===== config.mk =====
export PLATFORM = sky130hd
export DESIGN_NAME = pee_host
export DESIGN_NICKNAME = d
export VERILOG_FILES = /design/src/core/pee_pkg.sv /design/src/core/pee_host.sv /design/src/core/pee_sync.sv
export SDC_FILE = /design/constraint.sdc
export NUM_CORES = 1
export LEC_CHECK = 0
export CAP_MARGIN = 20
export CORE_MARGIN = 5
export CORE_UTILIZATION = 30
export DETAILED_ROUTE_END_ITERATION = 8
export DONT_BUFFER_PORTS = 1
export PLACE_DENSITY_LB_ADDON = 0.15
export SKIP_LAST_GASP = 1
export SLEW_MARGIN = 20
export SYNTH_ARGS = -nofsm -noshare
export SYNTH_HDL_FRONTEND = slang
export SYNTH_SLANG_ARGS = --single-unit

===== constraint.sdc =====
create_clock -name core_clk_i -period 2.95 [get_ports core_clk_i]
set_input_delay 0.59 -clock core_clk_i [delete_from_list [all_inputs] [get_ports core_clk_i]]
set_output_delay 0.59 -clock core_clk_i [all_outputs]
set_load 0.01 [all_outputs]

===== src/core/pee_pkg.sv =====
package pee_pkg;
  // Clock period in ns
  localparam int CLK_NS = 10;
  // Array shape
  localparam int ADDR_W = 13;
  localparam int DATA_W = 8;
  localparam int PAGE_LSB = 4;
  localparam int PAGE_BYTES = 16;
  // Byte-load window, longest gap between strobe falls, in ns
  localparam int BYTE_LOAD_WINDOW_NS = 20000;
  // Longest time rounds down
  localparam int BYTE_LOAD_WINDOW_CYC = BYTE_LOAD_WINDOW_NS / CLK_NS;
  // Strobe pulse width held by the host, in ns (above the 20 ns glitch floor)
  localparam int STROBE_LOW_NS = 150;
  // Least time rounds up
  localparam int STROBE_LOW_CYC = (STROBE_LOW_NS + CLK_NS - 1) / CLK_NS;
  // Strobe high recovery and select setup/hold, in ns
  localparam int STROBE_HIGH_NS = 50;
  localparam int STROBE_HIGH_CYC = (STROBE_HIGH_NS + CLK_NS - 1) / CLK_NS;
  // Output enable access time, in ns
  localparam int READ_ACCESS_NS = 150;
  localparam int READ_ACCESS_CYC = (READ_ACCESS_NS + CLK_NS - 1) / CLK_NS;
  // Erase completion time in ns
  localparam int ERASE_NS = 10000000;
  localparam int ERASE_CYC = ERASE_NS / CLK_NS;
  // Poll timeout in ns (beyond the longest write cycle)
  localparam int POLL_LIMIT_NS = 20000000;
  localparam int POLL_LIMIT_CYC = POLL_LIMIT_NS / CLK_NS;
  // Command codes
  typedef enum logic [1:0] {
    PEE_CMD_READ = 2'h0,
    PEE_CMD_WRITE = 2'h1,
    PEE_CMD_ERASE = 2'h2
  } pee_cmd_t;
  // Request from the user side
  typedef struct packed {
    pee_cmd_t cmd;
    logic last;
    logic [ADDR_W-1:0] addr;
    logic [DATA_W-1:0] data;
  } pee_req_t;
  // Control pins toward the memory, all active low except erase
  typedef struct packed {
    logic sel_n;
    logic oe_n;
    logic we_n;
    logic erase_hv;
  } pee_pins_t;
endpackage


===== src/core/pee_host.sv =====
// Host controller for a byte-wide electrically erasable memory
module pee_host (
  input wire logic core_clk_i,
  input wire logic reset_i,
  input wire logic req_valid_i,
  input wire pee_pkg::pee_req_t req_i,
  output logic req_ready_o,
  output logic rsp_valid_o,
  output logic [pee_pkg::DATA_W-1:0] rsp_data_o,
  output logic timeout_o,
  output logic [pee_pkg::ADDR_W-1:0] mem_addr_o,
  output logic [pee_pkg::DATA_W-1:0] mem_dq_o,
  output logic mem_dq_oe_o,
  input wire logic [pee_pkg::DATA_W-1:0] mem_dq_i,
  output pee_pkg::pee_pins_t mem_pins_o
);
  // Machine states
  typedef enum logic [3:0] {
    ST_IDLE = 4'h0,
    ST_RD_ACC = 4'h1,
    ST_WR_SETUP = 4'h2,
    ST_WR_LOW = 4'h3,
    ST_WR_HIGH = 4'h4,
    ST_PAGE_WAIT = 4'h5,
    ST_POLL_ACC = 4'h6,
    ST_POLL_GAP = 4'h7,
    ST_ERASE = 4'h8,
    ST_RSP = 4'h9
  } pee_state_t;
  localparam int CW = 24;
  // Cycle counts at counter width
  localparam logic [CW-1:0] LOW_CYC = CW'(pee_pkg::STROBE_LOW_CYC);
  localparam logic [CW-1:0] HIGH_CYC = CW'(pee_pkg::STROBE_HIGH_CYC);
  localparam logic [CW-1:0] ACC_CYC = CW'(pee_pkg::READ_ACCESS_CYC + 2);
  localparam logic [CW-1:0] ERASE_CYC = CW'(pee_pkg::ERASE_CYC);
  localparam logic [CW-1:0] POLL_CYC = CW'(pee_pkg::POLL_LIMIT_CYC);
  // Leave margin below the window so the next fall lands inside it
  localparam logic [CW-1:0] WIN_CYC = CW'(pee_pkg::BYTE_LOAD_WINDOW_CYC / 2);
  localparam int NCNT = $clog2(pee_pkg::PAGE_BYTES + 1);
  // Synchronised data lines, read back from the pins
  logic [pee_pkg::DATA_W-1:0] dq_sync;
  pee_sync #(.WIDTH(pee_pkg::DATA_W)) u_sync (
    .core_clk_i(core_clk_i),
    .reset_i(reset_i),
    .d_i(mem_dq_i),
    .q_o(dq_sync)
  );
  // State registers
  pee_state_t state, next_state;
  logic [CW-1:0] cnt, next_cnt;
  logic [CW-1:0] win, next_win;
  logic [CW-1:0] poll, next_poll;
  logic [NCNT-1:0] nbytes, next_nbytes;
  logic [pee_pkg::ADDR_W-pee_pkg::PAGE_LSB-1:0] page, next_page;
  logic [pee_pkg::ADDR_W-1:0] last_addr, next_last_addr;
  logic last_bit7, next_last_bit7;
  logic last_req, next_last_req;
  logic erase_mode, next_erase_mode;
  // Output registers
  logic next_ready, next_rsp_valid, next_timeout, next_dq_oe;
  logic [pee_pkg::DATA_W-1:0] next_rsp_data, next_dq;
  logic [pee_pkg::ADDR_W-1:0] next_addr;
  pee_pkg::pee_pins_t next_pins;
  logic take;
  logic same_page;
  always_comb take = req_valid_i && req_ready_o;
  always_comb same_page = req_i.addr[pee_pkg::ADDR_W-1:pee_pkg::PAGE_LSB] == page;
  // Sequencer next values
  always_comb begin
    next_state = state;
    next_cnt = (cnt != '0) ? cnt - 1'b1 : cnt;
    next_win = (win != '0) ? win - 1'b1 : win;
    next_poll = (poll != '0) ? poll - 1'b1 : poll;
    next_nbytes = nbytes;
    next_page = page;
    next_last_addr = last_addr;
    next_last_bit7 = last_bit7;
    next_last_req = last_req;
    next_erase_mode = erase_mode;
    next_ready = 1'b0;
    next_rsp_valid = 1'b0;
    next_rsp_data = rsp_data_o;
    next_timeout = 1'b0;
    next_addr = mem_addr_o;
    next_dq = mem_dq_o;
    next_dq_oe = mem_dq_oe_o;
    next_pins = mem_pins_o;
    case (state)
      ST_IDLE, ST_PAGE_WAIT: begin
        // Page close: window lapsed or last byte flagged
        // A byte taken on the closing edge wins; the halved window leaves room for it
        if (state == ST_PAGE_WAIT && (win == '0 || last_req) && !take) begin
          next_state = ST_POLL_ACC;
          next_poll = POLL_CYC;
          next_addr = last_addr;
          next_pins.oe_n = 1'b0;  // Read last byte for polling
          next_pins.sel_n = 1'b0;
          next_cnt = ACC_CYC;
        end else if (take) begin
          next_addr = req_i.addr;  // Thirteen bits select one byte
          next_last_req = req_i.last;
          if (req_i.cmd == pee_pkg::PEE_CMD_READ && state == ST_IDLE) begin
            // Select and enable low, strobe high, bus released
            next_pins.sel_n = 1'b0;
            next_pins.oe_n = 1'b0;
            next_dq_oe = 1'b0;
            next_cnt = ACC_CYC;
            next_state = ST_RD_ACC;
          end else begin
            // Enable high before the strobe falls
            next_pins.oe_n = 1'b1;
            next_pins.sel_n = 1'b0;
            next_erase_mode = req_i.cmd == pee_pkg::PEE_CMD_ERASE;
            next_pins.erase_hv = req_i.cmd == pee_pkg::PEE_CMD_ERASE;
            // Erase needs all data lines high
            next_dq = (req_i.cmd == pee_pkg::PEE_CMD_ERASE) ? '1 : req_i.data;
            next_dq_oe = 1'b1;
            next_page = req_i.addr[pee_pkg::ADDR_W-1:pee_pkg::PAGE_LSB];
            next_last_addr = req_i.addr;
            next_last_bit7 = req_i.data[pee_pkg::DATA_W-1];
            next_cnt = HIGH_CYC;
            next_state = ST_WR_SETUP;
          end
        end else if (state == ST_IDLE) begin
          next_ready = 1'b1;
          next_pins.sel_n = 1'b1;  // Idle in standby
        end else begin
          next_ready = 1'b1;
        end
      end
      ST_RD_ACC: begin
        if (cnt == '0) begin
          next_rsp_data = dq_sync;
          next_pins.oe_n = 1'b1;  // End read, device releases bus
          next_pins.sel_n = 1'b1;
          next_state = ST_RSP;
        end
      end
      ST_WR_SETUP: begin
        if (cnt == '0) begin
          // Strobe falls last, address taken here
          next_pins.we_n = 1'b0;
          next_cnt = LOW_CYC;
          next_win = WIN_CYC;  // Window restarts on each fall
          next_nbytes = nbytes + 1'b1;
          next_state = ST_WR_LOW;
        end
      end
      ST_WR_LOW: begin
        // Pulse far above the glitch floor
        if (cnt == '0) begin
          next_pins.we_n = 1'b1;  // Strobe rises first, data taken
          next_cnt = HIGH_CYC;
          next_state = ST_WR_HIGH;
        end
      end
      ST_WR_HIGH: begin
        if (cnt == '0) begin
          next_dq_oe = 1'b0;
          if (erase_mode) begin
            next_pins.erase_hv = 1'b0;
            next_pins.sel_n = 1'b1;
            next_cnt = ERASE_CYC;  // Erase done in fixed time
            next_state = ST_ERASE;
          end else if (nbytes == NCNT'(pee_pkg::PAGE_BYTES) || last_req) begin
            // Page full or last byte flagged; no more than sixteen bytes
            next_pins.sel_n = 1'b1;
            next_last_req = 1'b1;
            next_state = ST_PAGE_WAIT;
          end else begin
            next_ready = 1'b1;
            next_state = ST_PAGE_WAIT;
          end
        end
      end
      ST_POLL_ACC: begin
        if (cnt == '0) begin
          next_pins.oe_n = 1'b1;
          next_pins.sel_n = 1'b1;
          next_cnt = HIGH_CYC;
          next_state = ST_POLL_GAP;
          // True bit 7 means done
          if (dq_sync[pee_pkg::DATA_W-1] == last_bit7 || poll == '0) begin
            next_timeout = poll == '0;
            next_state = ST_RSP;
          end
        end
      end
      ST_POLL_GAP: begin
        if (cnt == '0) begin
          next_pins.oe_n = 1'b0;
          next_pins.sel_n = 1'b0;
          next_cnt = ACC_CYC;
          next_state = ST_POLL_ACC;
        end
      end
      ST_ERASE: begin
        if (cnt == '0) begin
          next_state = ST_RSP;
        end
      end
      default: begin
        // ST_RSP: one-cycle answer
        next_rsp_valid = 1'b1;
        next_nbytes = '0;
        next_last_req = 1'b0;
        next_erase_mode = 1'b0;
        next_state = ST_IDLE;
      end
    endcase
  end
  // Register everything
  always_ff @(posedge core_clk_i) begin
    if (reset_i) begin
      state <= ST_IDLE;
      cnt <= '0;
      win <= '0;
      poll <= '0;
      nbytes <= '0;
      page <= '0;
      last_addr <= '0;
      last_bit7 <= 1'b0;
      last_req <= 1'b0;
      erase_mode <= 1'b0;
      req_ready_o <= 1'b0;
      rsp_valid_o <= 1'b0;
      rsp_data_o <= '0;
      timeout_o <= 1'b0;
      mem_addr_o <= '0;
      mem_dq_o <= '0;
      mem_dq_oe_o <= 1'b0;
      mem_pins_o <= 4'he;
    end else begin
      state <= next_state;
      cnt <= next_cnt;
      win <= next_win;
      poll <= next_poll;
      nbytes <= next_nbytes;
      page <= next_page;
      last_addr <= next_last_addr;
      last_bit7 <= next_last_bit7;
      last_req <= next_last_req;
      erase_mode <= next_erase_mode;
      req_ready_o <= next_ready;
      rsp_valid_o <= next_rsp_valid;
      rsp_data_o <= next_rsp_data;
      timeout_o <= next_timeout;
      mem_addr_o <= next_addr;
      mem_dq_o <= next_dq;
      mem_dq_oe_o <= next_dq_oe;
      mem_pins_o <= next_pins;
    end
  end
  // Strobe low only with select low and enable high
  property p_write_combo;
    @(posedge core_clk_i) disable iff (reset_i)
      !mem_pins_o.we_n |-> (!mem_pins_o.sel_n && mem_pins_o.oe_n);
  endproperty
  a_write_combo: assert property (p_write_combo) else $error("Bad write combination");
  // Never drive the bus while reading
  property p_no_contention;
    @(posedge core_clk_i) disable iff (reset_i)
      !mem_pins_o.oe_n |-> !mem_dq_oe_o;
  endproperty
  a_no_contention: assert property (p_no_contention) else $error("Bus contention");
  // Strobe pulse lasts more than two cycles
  property p_pulse_width;
    @(posedge core_clk_i) disable iff (reset_i)
      $fell(mem_pins_o.we_n) |-> !mem_pins_o.we_n [*3];
  endproperty
  a_pulse_width: assert property (p_pulse_width) else $error("Strobe too short");
  // Data held steady while strobe low
  property p_data_stable;
    @(posedge core_clk_i) disable iff (reset_i)
      !mem_pins_o.we_n |-> $stable(mem_dq_o) && mem_dq_oe_o;
  endproperty
  a_data_stable: assert property (p_data_stable) else $error("Data moved");
  // Erase drives all ones
  property p_erase_ones;
    @(posedge core_clk_i) disable iff (reset_i)
      (mem_pins_o.erase_hv && !mem_pins_o.we_n) |-> mem_dq_o == '1;
  endproperty
  a_erase_ones: assert property (p_erase_ones) else $error("Erase data not ones");
  // Page bits fixed across a page
  property p_same_page;
    @(posedge core_clk_i) disable iff (reset_i)
      (state == ST_PAGE_WAIT && take) |-> same_page;
  endproperty
  a_same_page: assert property (p_same_page) else $error("Page changed");
endmodule // pee_host


===== src/core/pee_sync.sv =====
// Two-stage synchroniser for the returning data lines
module pee_sync #(
  parameter int WIDTH = 8
) (
  input wire logic core_clk_i,
  input wire logic reset_i,
  input wire logic [WIDTH-1:0] d_i,
  output logic [WIDTH-1:0] q_o
);
  // Refuse an empty bus at elaboration
  if (WIDTH < 1) begin : g_width_check
    $error("Synchroniser width must be at least one");
  end
  // First stage is read only by the second
  logic [WIDTH-1:0] meta;
  logic [WIDTH-1:0] next_meta;
  logic [WIDTH-1:0] next_q;
  // Next values
  always_comb begin
    next_meta = d_i;
    next_q = meta;
  end
  // Registers
  always_ff @(posedge core_clk_i) begin
    if (reset_i) begin
      meta <= '0;
      q_o <= '0;
    end else begin
      meta <= next_meta;
      q_o <= next_q;
    end
  end
endmodule // pee_sync

Word-level counts from Yosys, hierarchy flattened

Index checks and enable logic that the tools add are counted.

Register bits after elaboration: 150
Logic and storage cells: 174
Output and inout port bits: 37

$add $sub $neg: 4
Mux-type cells: 71
Bitwise operators: 8
Reductions and logical operators: 42
Equality and inequality tests: 27

Operators with widths:

| operator              | number |
|---|---|
| $mux 24               | 14 |
| $pmux 24 s5           | 1 |
| $logic_not 24->1      | 3 |
| $reduce_bool 24->1    | 3 |
| $sub 24x1->24 const B | 3 |
| $mux 4                | 10 |
| $pmux 4 s7            | 1 |
| $mux 1                | 27 |
| $mux 13               | 2 |
| $ne 2x2->1 const B    | 11 |
| $reduce_and 6->1      | 3 |
| $eq 4x3->1 const B    | 4 |
| $reduce_and 4->1      | 4 |
| $mux 5                | 2 |
| $pmux 1 s2            | 5 |
| $pmux 5 s2            | 1 |
| $reduce_or 9->1       | 1 |
| $eq 4x2->1 const B    | 2 |
| $mux 2                | 4 |
| $mux 8                | 1 |
| $not 1->1             | 8 |
| $reduce_or 2->1       | 4 |
| $reduce_or 8->1       | 1 |
| $reduce_and 7->1      | 1 |
| other kinds (24)      | 36 |

Depth between registers and ports, before layout

Gate-level depths: netlist of the first run.

Depth in word-level cells: 6
Gate-level depth with buffers: 11
Gate-level depth less buffers: 10

By module

Synthesis of the first run repeated with hierarchy kept, for this count alone.

Cell total of the unflattened synthesis: 824
Area total of the unflattened synthesis: 6,970.4 um2

By module, submodules not included:

| module   | sequential area each (um2) | times used | area an instance (um2) | cells an instance |
|---|---|---|---|---|
| pee_host | 2,682.6                    | 1          | 6,506.2                | 791 |
| pee_sync | 320.3                      | 1          | 464.2                  | 33 |

Worst setup path before layout of the first run

Ideal clock, no wire load.

Path type: reg-to-reg
From: register cnt[5]
To: register cnt[21]
Data arrival time: 2,598 ps
Buffers on the path: 1
Data required time: 2,834 ps
Stages on the path, launching flop included: 8
Slack: 236 ps
Cells stage by stage: dfxtp_1 -> or4_4 -> or4_1 -> buf_2 -> or4_4 -> or3b_1 -> xor2_1 -> nor2_2

Word-level cells in the longest chain between the ends: 5

Ends and longest elaborated chain:

| element                                                    | line                            | RTL |
|---|---|---|
| start, declared                                            | pee_host.sv:50                  | `logic [CW-1:0] cnt, next_cnt;` |
| start signal, assigned                                     | pee_host.sv:235                 | `cnt <= next_cnt;` |
| $sub 24x1->24 / $reduce_bool 24->1 (equally long branches) | pee_host.sv:71                  | `next_cnt = (cnt != '0) ? cnt - 1'b1 : cnt;` |
| $mux 24                                                    | pee_host.sv:71                  |  |
| $mux 24 (on tied branches)                                 | pee_host.sv:160, pee_host.sv:99 |  |
| $mux 24 (on tied branches)                                 | pee_host.sv:158, pee_host.sv:92 |  |
| $pmux 24 s5 *                                              | pee_host.sv:88                  | `case (state)` |

Mark *: on every way between the ends. The rest lies on a longest branch, timed or not.
A chain may end at the register's enable or synchronous reset.

Worst setup path after layout of the first run

From: register cnt[6]
To: register cnt[21]

Same word-level chain as after synthesis.

==> results of run 1 <==
[metal layers]
layer  track usage  routed length, µm  vias to the layer above
met5             0                  0                        -
met4        0.0354                194                        0
met3        0.0429               1060                        9
met2         0.213               8050                      123
met1         0.191               9040                     2745
li1              -                  -                     3040
[sequential cells by signal, indices dropped and copies added, names as in the netlist, 4 cells and up]
signal       count
rsp_data_o       8
mem_pins_o       4
last_addr       13
mem_dq_o         8
poll            24
win             24
u_sync.q_o       8
cnt             24
nbytes           5
mem_addr_o      13
state            4
u_sync.meta      8
[logic make-up after synthesis]
family | Yosys count | synth area share
flops | 150 | 0.433
fa+ha+maj | 8 | 0.0144
mux | 7 | 0.0103
simple gates | 389 | 0.284
xor+xnor | 60 | 0.0758
compound gates | 160 | 0.148
buf+inv | 61 | 0.0343
[cells in the mapped netlist (4+ instances only)]
cell type / count / share of area
a31oi_1: 5 / 0.0045
dfxtp_1: 150 / 0.43
or4_1: 12 / 0.013
o21ai_0: 21 / 0.015
mux2i_1: 6 / 0.0087
and2_1: 5 / 0.0045
or3_1: 16 / 0.014
clkbuf_1: 38 / 0.021
nor2_1: 111 / 0.060
ha_1: 8 / 0.014
or2_2: 6 / 0.0054
nor4_1: 24 / 0.022
nand4_1: 10 / 0.0090
a21oi_1: 60 / 0.043
buf_2: 4 / 0.0029
nand3_1: 21 / 0.015
a211oi_1: 12 / 0.013
o22ai_1: 14 / 0.013
xor2_1: 29 / 0.037
nor2b_1: 25 / 0.023
nor3_1: 47 / 0.034
xnor2_1: 31 / 0.039
o2bb2ai_1: 13 / 0.016
nand2_1: 80 / 0.043
inv_1: 16 / 0.0087
o31ai_1: 4 / 0.0043
nand2b_1: 5 / 0.0045
[area by class of cell]
cell class | instances | share of cell area
inverters | 17 | 0.00782
clock buffers | 17 | 0.0521
clock inverters | 15 | 0.0221
well taps | 285 | 0.0437
repair buffers | 54 | 0.0527
flip-flops and latches | 150 | 0.368
multi-input cells | 624 | 0.454
[metrics by stage]
step	std cells	cell area [µm²]	setup slack, ns
after floorplan	835	6930	0.236
after global placement	1128	7520	0.130
after detailed placement	1128	7520	0.0434
after CTS	1160	8130	0.0165
after global routing	1162	8160	0.0833
final	1162	8160	0.225
[power by group]
group          total (W)  switching [W]  internal [W]
Combinational    0.00478        0.00269       0.00208
Sequential       0.00301       0.000502       0.00251
Clock            0.00226       0.000973       0.00129
[worst max-delay path, stage by stage (launching register included)]
cell and delay (ns):
dfxtp_1 0.35, or4_4 0.56, or4_4 0.57, or4_4 0.54, or3b_1 0.39, xor2_1 0.17
nor2_2 0.05
[path summary, 6_finish.rpt]
path / start / end / slack (ns) / depth (start not counted)
max: cnt[6] / cnt[21] / 0.22 / 6
min: reset_i / win[9] / 0.26 / 1
max reg2reg: cnt[6] / cnt[21] / 0.22 / 6
min reg2reg: u_sync.meta[4] / u_sync.q_o[4] / 0.43 / 1
[timing repair]
action	in CTS	in global routing
resized for setup	0	2
buffers inserted	0	2
endpoints found under the setup margin	0	47
==> flow_summary.toml, run 1 <==
[outcome]
outcome = "finished clean"

[global_routing]
grt_max_degree = 84
antenna_found_initial = 0
grt_pass1_wl_um = 29700
grt_use_total = 0.139
grt_pass1_vias = 5572
grt.overflow.total = 0

[sta]
skew_ns = 0.0140
holdWs_ns = 0.258
fmax_mhz = 367
fin_tns_setup_ns = 0
maxSlewViolCount = 0
setup_viol = 0
period_share = 0.924
tightest_slew_ns = 0.816
slew_headroom = 0.455
rsz0062_at_grt = "false"
hold_viol = 0
min_period_ns = 2.73

[cells_and_area]
seqCellArea_um2 = 3000
antennaDiodeCount = 0
final_nets = 907
drive_gt1_frac = 0.122
areaGrowthSynthToFinish_pct = 17.8
final_common_cell = "dfxtp_1"
multiInputGateArea_um2 = 3700
fin_util = 0.359
final_cell_mix = "dfxtp_1 (150), nor2_1 (111), nand2_1 (80)"
fillers = 2374

[floorplanning]
core_area_um2 = 22700
die_y_um = 162
num_io_pins = 72
num_rows = 55
initial_utilization = 0.305
fp.dieW_um = 162
die_area_um2 = 26200

[setup_path]
required_ns = 3.27
critPathMaxFanout = 7
worstSetupPathType = "register to register"
cp.arrival_ns = 3.04
startpoint_type = "register"
endpoint_kind = "register"

[synth]
synthFlopType = "dfxtp_1"
synth.avg_cell_area_um2 = 8.30
async_flop_share = 0
synthCells = 835
synthDistinctLibCells = 66
synth_edf_count = 0
synth_warnings = 0
synth-seq-cells = 150
syn_nets = 878
ys_seq_area_frac = 0.433
syn_area_um2 = 6930

[clocking]
holdBufCountCts = 0
cts_sinks = 150
clkLatencyLatePin_ns = 0.42
cts_root_buf = "clkbuf_16"
clkTransAtPathRegs_ns = 0.07
cts_buffers = 17
cts_tree = "built"
h-tree-depth = 4
cts.path.max_buffers = 2

[routing]
drc = 0
drtAntennaViolNets = 0
vias = 5917
drt_wl_total_um = 18400
drtIter0Drc = 355
drt_pass1_iterations = 5
vias_per_cell = 5.09
wl_per_cell_um = 15.8

[placement]
hpwl_um = 12900
gp_congestion = 0.805
io_buffers = 0

[power_and_ir_drop]
finalPower_w = 0.0100
leakage_nw = 3.04
power_density_nw_per_um2 = 1230
peakVddDrop_mv = 0.477

[flow_run]
cap_violations = 0

[min_path]
hold_path_class = "input port to register"
Note: power is estimated with default switching activity, not from simulation.
==> run 2: changes to the inputs <==
REMOVE_ABC_BUFFERS = 1   (was unset)
==> run 2 against run 1 <==
Compared with the run above:
- fmax shrank 2.8%
- sequential share of layout area grew 0.51 points
- sequential cell count did not move
- largest cell class unchanged
- highest routed layer unchanged
==> flow_summary.toml, run 2 (synthesized netlist as in run 1, its figures left out) <==
[outcome]
outcome = "finished clean"

[clocking]
h-tree-depth = 4
clkTransAtPathRegs_ns = 0.07
cts_buffers = 17
cts.path.max_buffers = 2
cts_root_buf = "clkbuf_16"
postCtsSetupBuffers = 0
holdBufCountCts = 0
cts_tree = "built"
cts_sinks = 150
clkLatencyLatePin_ns = 0.42

[placement]
hpwl_um = 13000
pre_cts_ws_ns = 0.168
gp_congestion = 0.813
io_buffers = 0

[floorplanning]
num_rows = 55
initial_utilization = 0.305
die_area_um2 = 26200
core_area_um2 = 22700
die_y_um = 162
num_io_pins = 72
fp.dieW_um = 162

[routing]
drtAntennaViolNets = 0
drt_pass1_iterations = 5
drc = 0
drtIter0Drc = 225
vias = 5824
wl_met1_um = 9260
wl_per_cell_um = 16.2
highest_layer = "met4"
wl_met2_um = 8330
drt_wl_total_um = 18700
vias_per_cell = 5.05
route.met3.wl_um = 879

[cells_and_area]
antennaDiodeCount = 0
final_nets = 899
final_cell_mix = "dfxtp_1 (150), nor2_1 (111), nand2_1 (80)"
largest_registers = "cnt: 24 flops, poll: 24 flops, win: 24 flops"
final_common_cell = "dfxtp_1"
areaGrowthSynthToFinish_pct = 16.1
drive_gt1_frac = 0.114

[sta]
hold_viol = 0
fmax_mhz = 357
maxSlewViolCount = 0
min_period_ns = 2.80
setup_viol = 0
fin_tns_setup_ns = 0
skew_ns = 0.00985
rsz0062_at_grt = "false"
fin_ws_ns = 0.147
tightest_slew_ns = 0.799
slew_headroom = 0.466
period_share = 0.950

[flow_run]
cap_violations = 0

[global_routing]
grt_pass1_vias = 5781
grt_pass1_wl_um = 31000
grt_use_total = 0.145
grt.overflow.total = 0
grt_max_degree = 84
antenna_found_initial = 0

[power_and_ir_drop]
peakVddDrop_mv = 0.433
leakage_nw = 2.97
finalPower_w = 0.00980
power_density_nw_per_um2 = 1220

[setup_path]
cp.arrival_ns = 3.12
cp_cell_sequence = "or4_4, or4_1, or4_4, or3b_1, xor2_1, nor2_2"
slowest_stage = "or4_1"
rr_startpoint = "cnt[6]"
r2r_slack_ns = 0.15
endpoint_kind = "register"
worstSetupPathType = "register to register"
required_ns = 3.27
critPathMaxFanout = 6
max_stage_delay_ns = 0.63
cpMostUsedCell = "or4_4"
r2r_cells = 6
startpoint_type = "register"
r2r-end = "cnt[21]"

[min_path]
hold_path_class = "input port to register"
min-delay-start = "reset_i"
whs_endpoint = "u_sync.meta[4]"
whs_path_depth = 1
run 2: worst max-delay path by stage:
stage,startpoint,depth (start not counted),to,slack (ns)
after detailed placement,cnt[6],6,cnt[21],0.17
after CTS,cnt[6],6,cnt[14],0.05
after global routing,cnt[6],6,cnt[21],0.06
final,cnt[6],6,cnt[21],0.15
after global placement,cnt[6],6,cnt[21],0.17
after floorplan,cnt[5],6,cnt[10],-0.16
run 2: power by group:
part | internal (W) | switching, W | leakage [nW]
combinational | 0.00201 | 0.00269 | 1.48
sequential | 0.00251 | 0.000504 | 1.22
clock | 0.00111 | 0.000978 | 0.270
run 2: stage by stage:
stage / hold WS [ns] / area (µm²) / cells / util
after global routing: 0.207 / 8050 / 1154 / 0.354
after global placement: 0.418 / 7480 / 1122 / 0.329
after CTS: 0.221 / 8040 / 1154 / 0.354
after floorplan: 0.414 / 6760 / 791 / -
final: 0.247 / 8050 / 1154 / 0.354
after detailed placement: 0.424 / 7480 / 1122 / 0.329
run 2: final cells by class:
type | instances | area (µm²)
fillers | 2399 | 14700
clock inverters | 15 | 139
clock buffers | 17 | 425
inverters | 17 | 63.8
multi-input cells | 624 | 3700
repair buffers | 46 | 358
flip-flops and latches | 150 | 3000
well taps | 285 | 357
run 2: routing by layer:
| metal | vias to the layer above | track usage |
|---|---|---|
| met5 | - | 0 |
| met4 | 0 | 0.0350 |
| met3 | 13 | 0.0391 |
| met2 | 111 | 0.224 |
| met1 | 2677 | 0.203 |
| li1 | 3023 | - |
run 2: worst max-delay path, delay by kind of cell, from the launching register on:
| family | cells | cell delay [ns] |
|---|---|---|
| and+or+nand+nor | 5 | 2.17 |
| xor gates and xnor gates | 1 | 0.17 |
| DFF | 1 | 0.35 |
run 2: timing repair:
action / in CTS / in global routing
setup endpoints to repair: 0 / 3
hold endpoints to repair: 0 / 0
resized for setup: 0 / 2
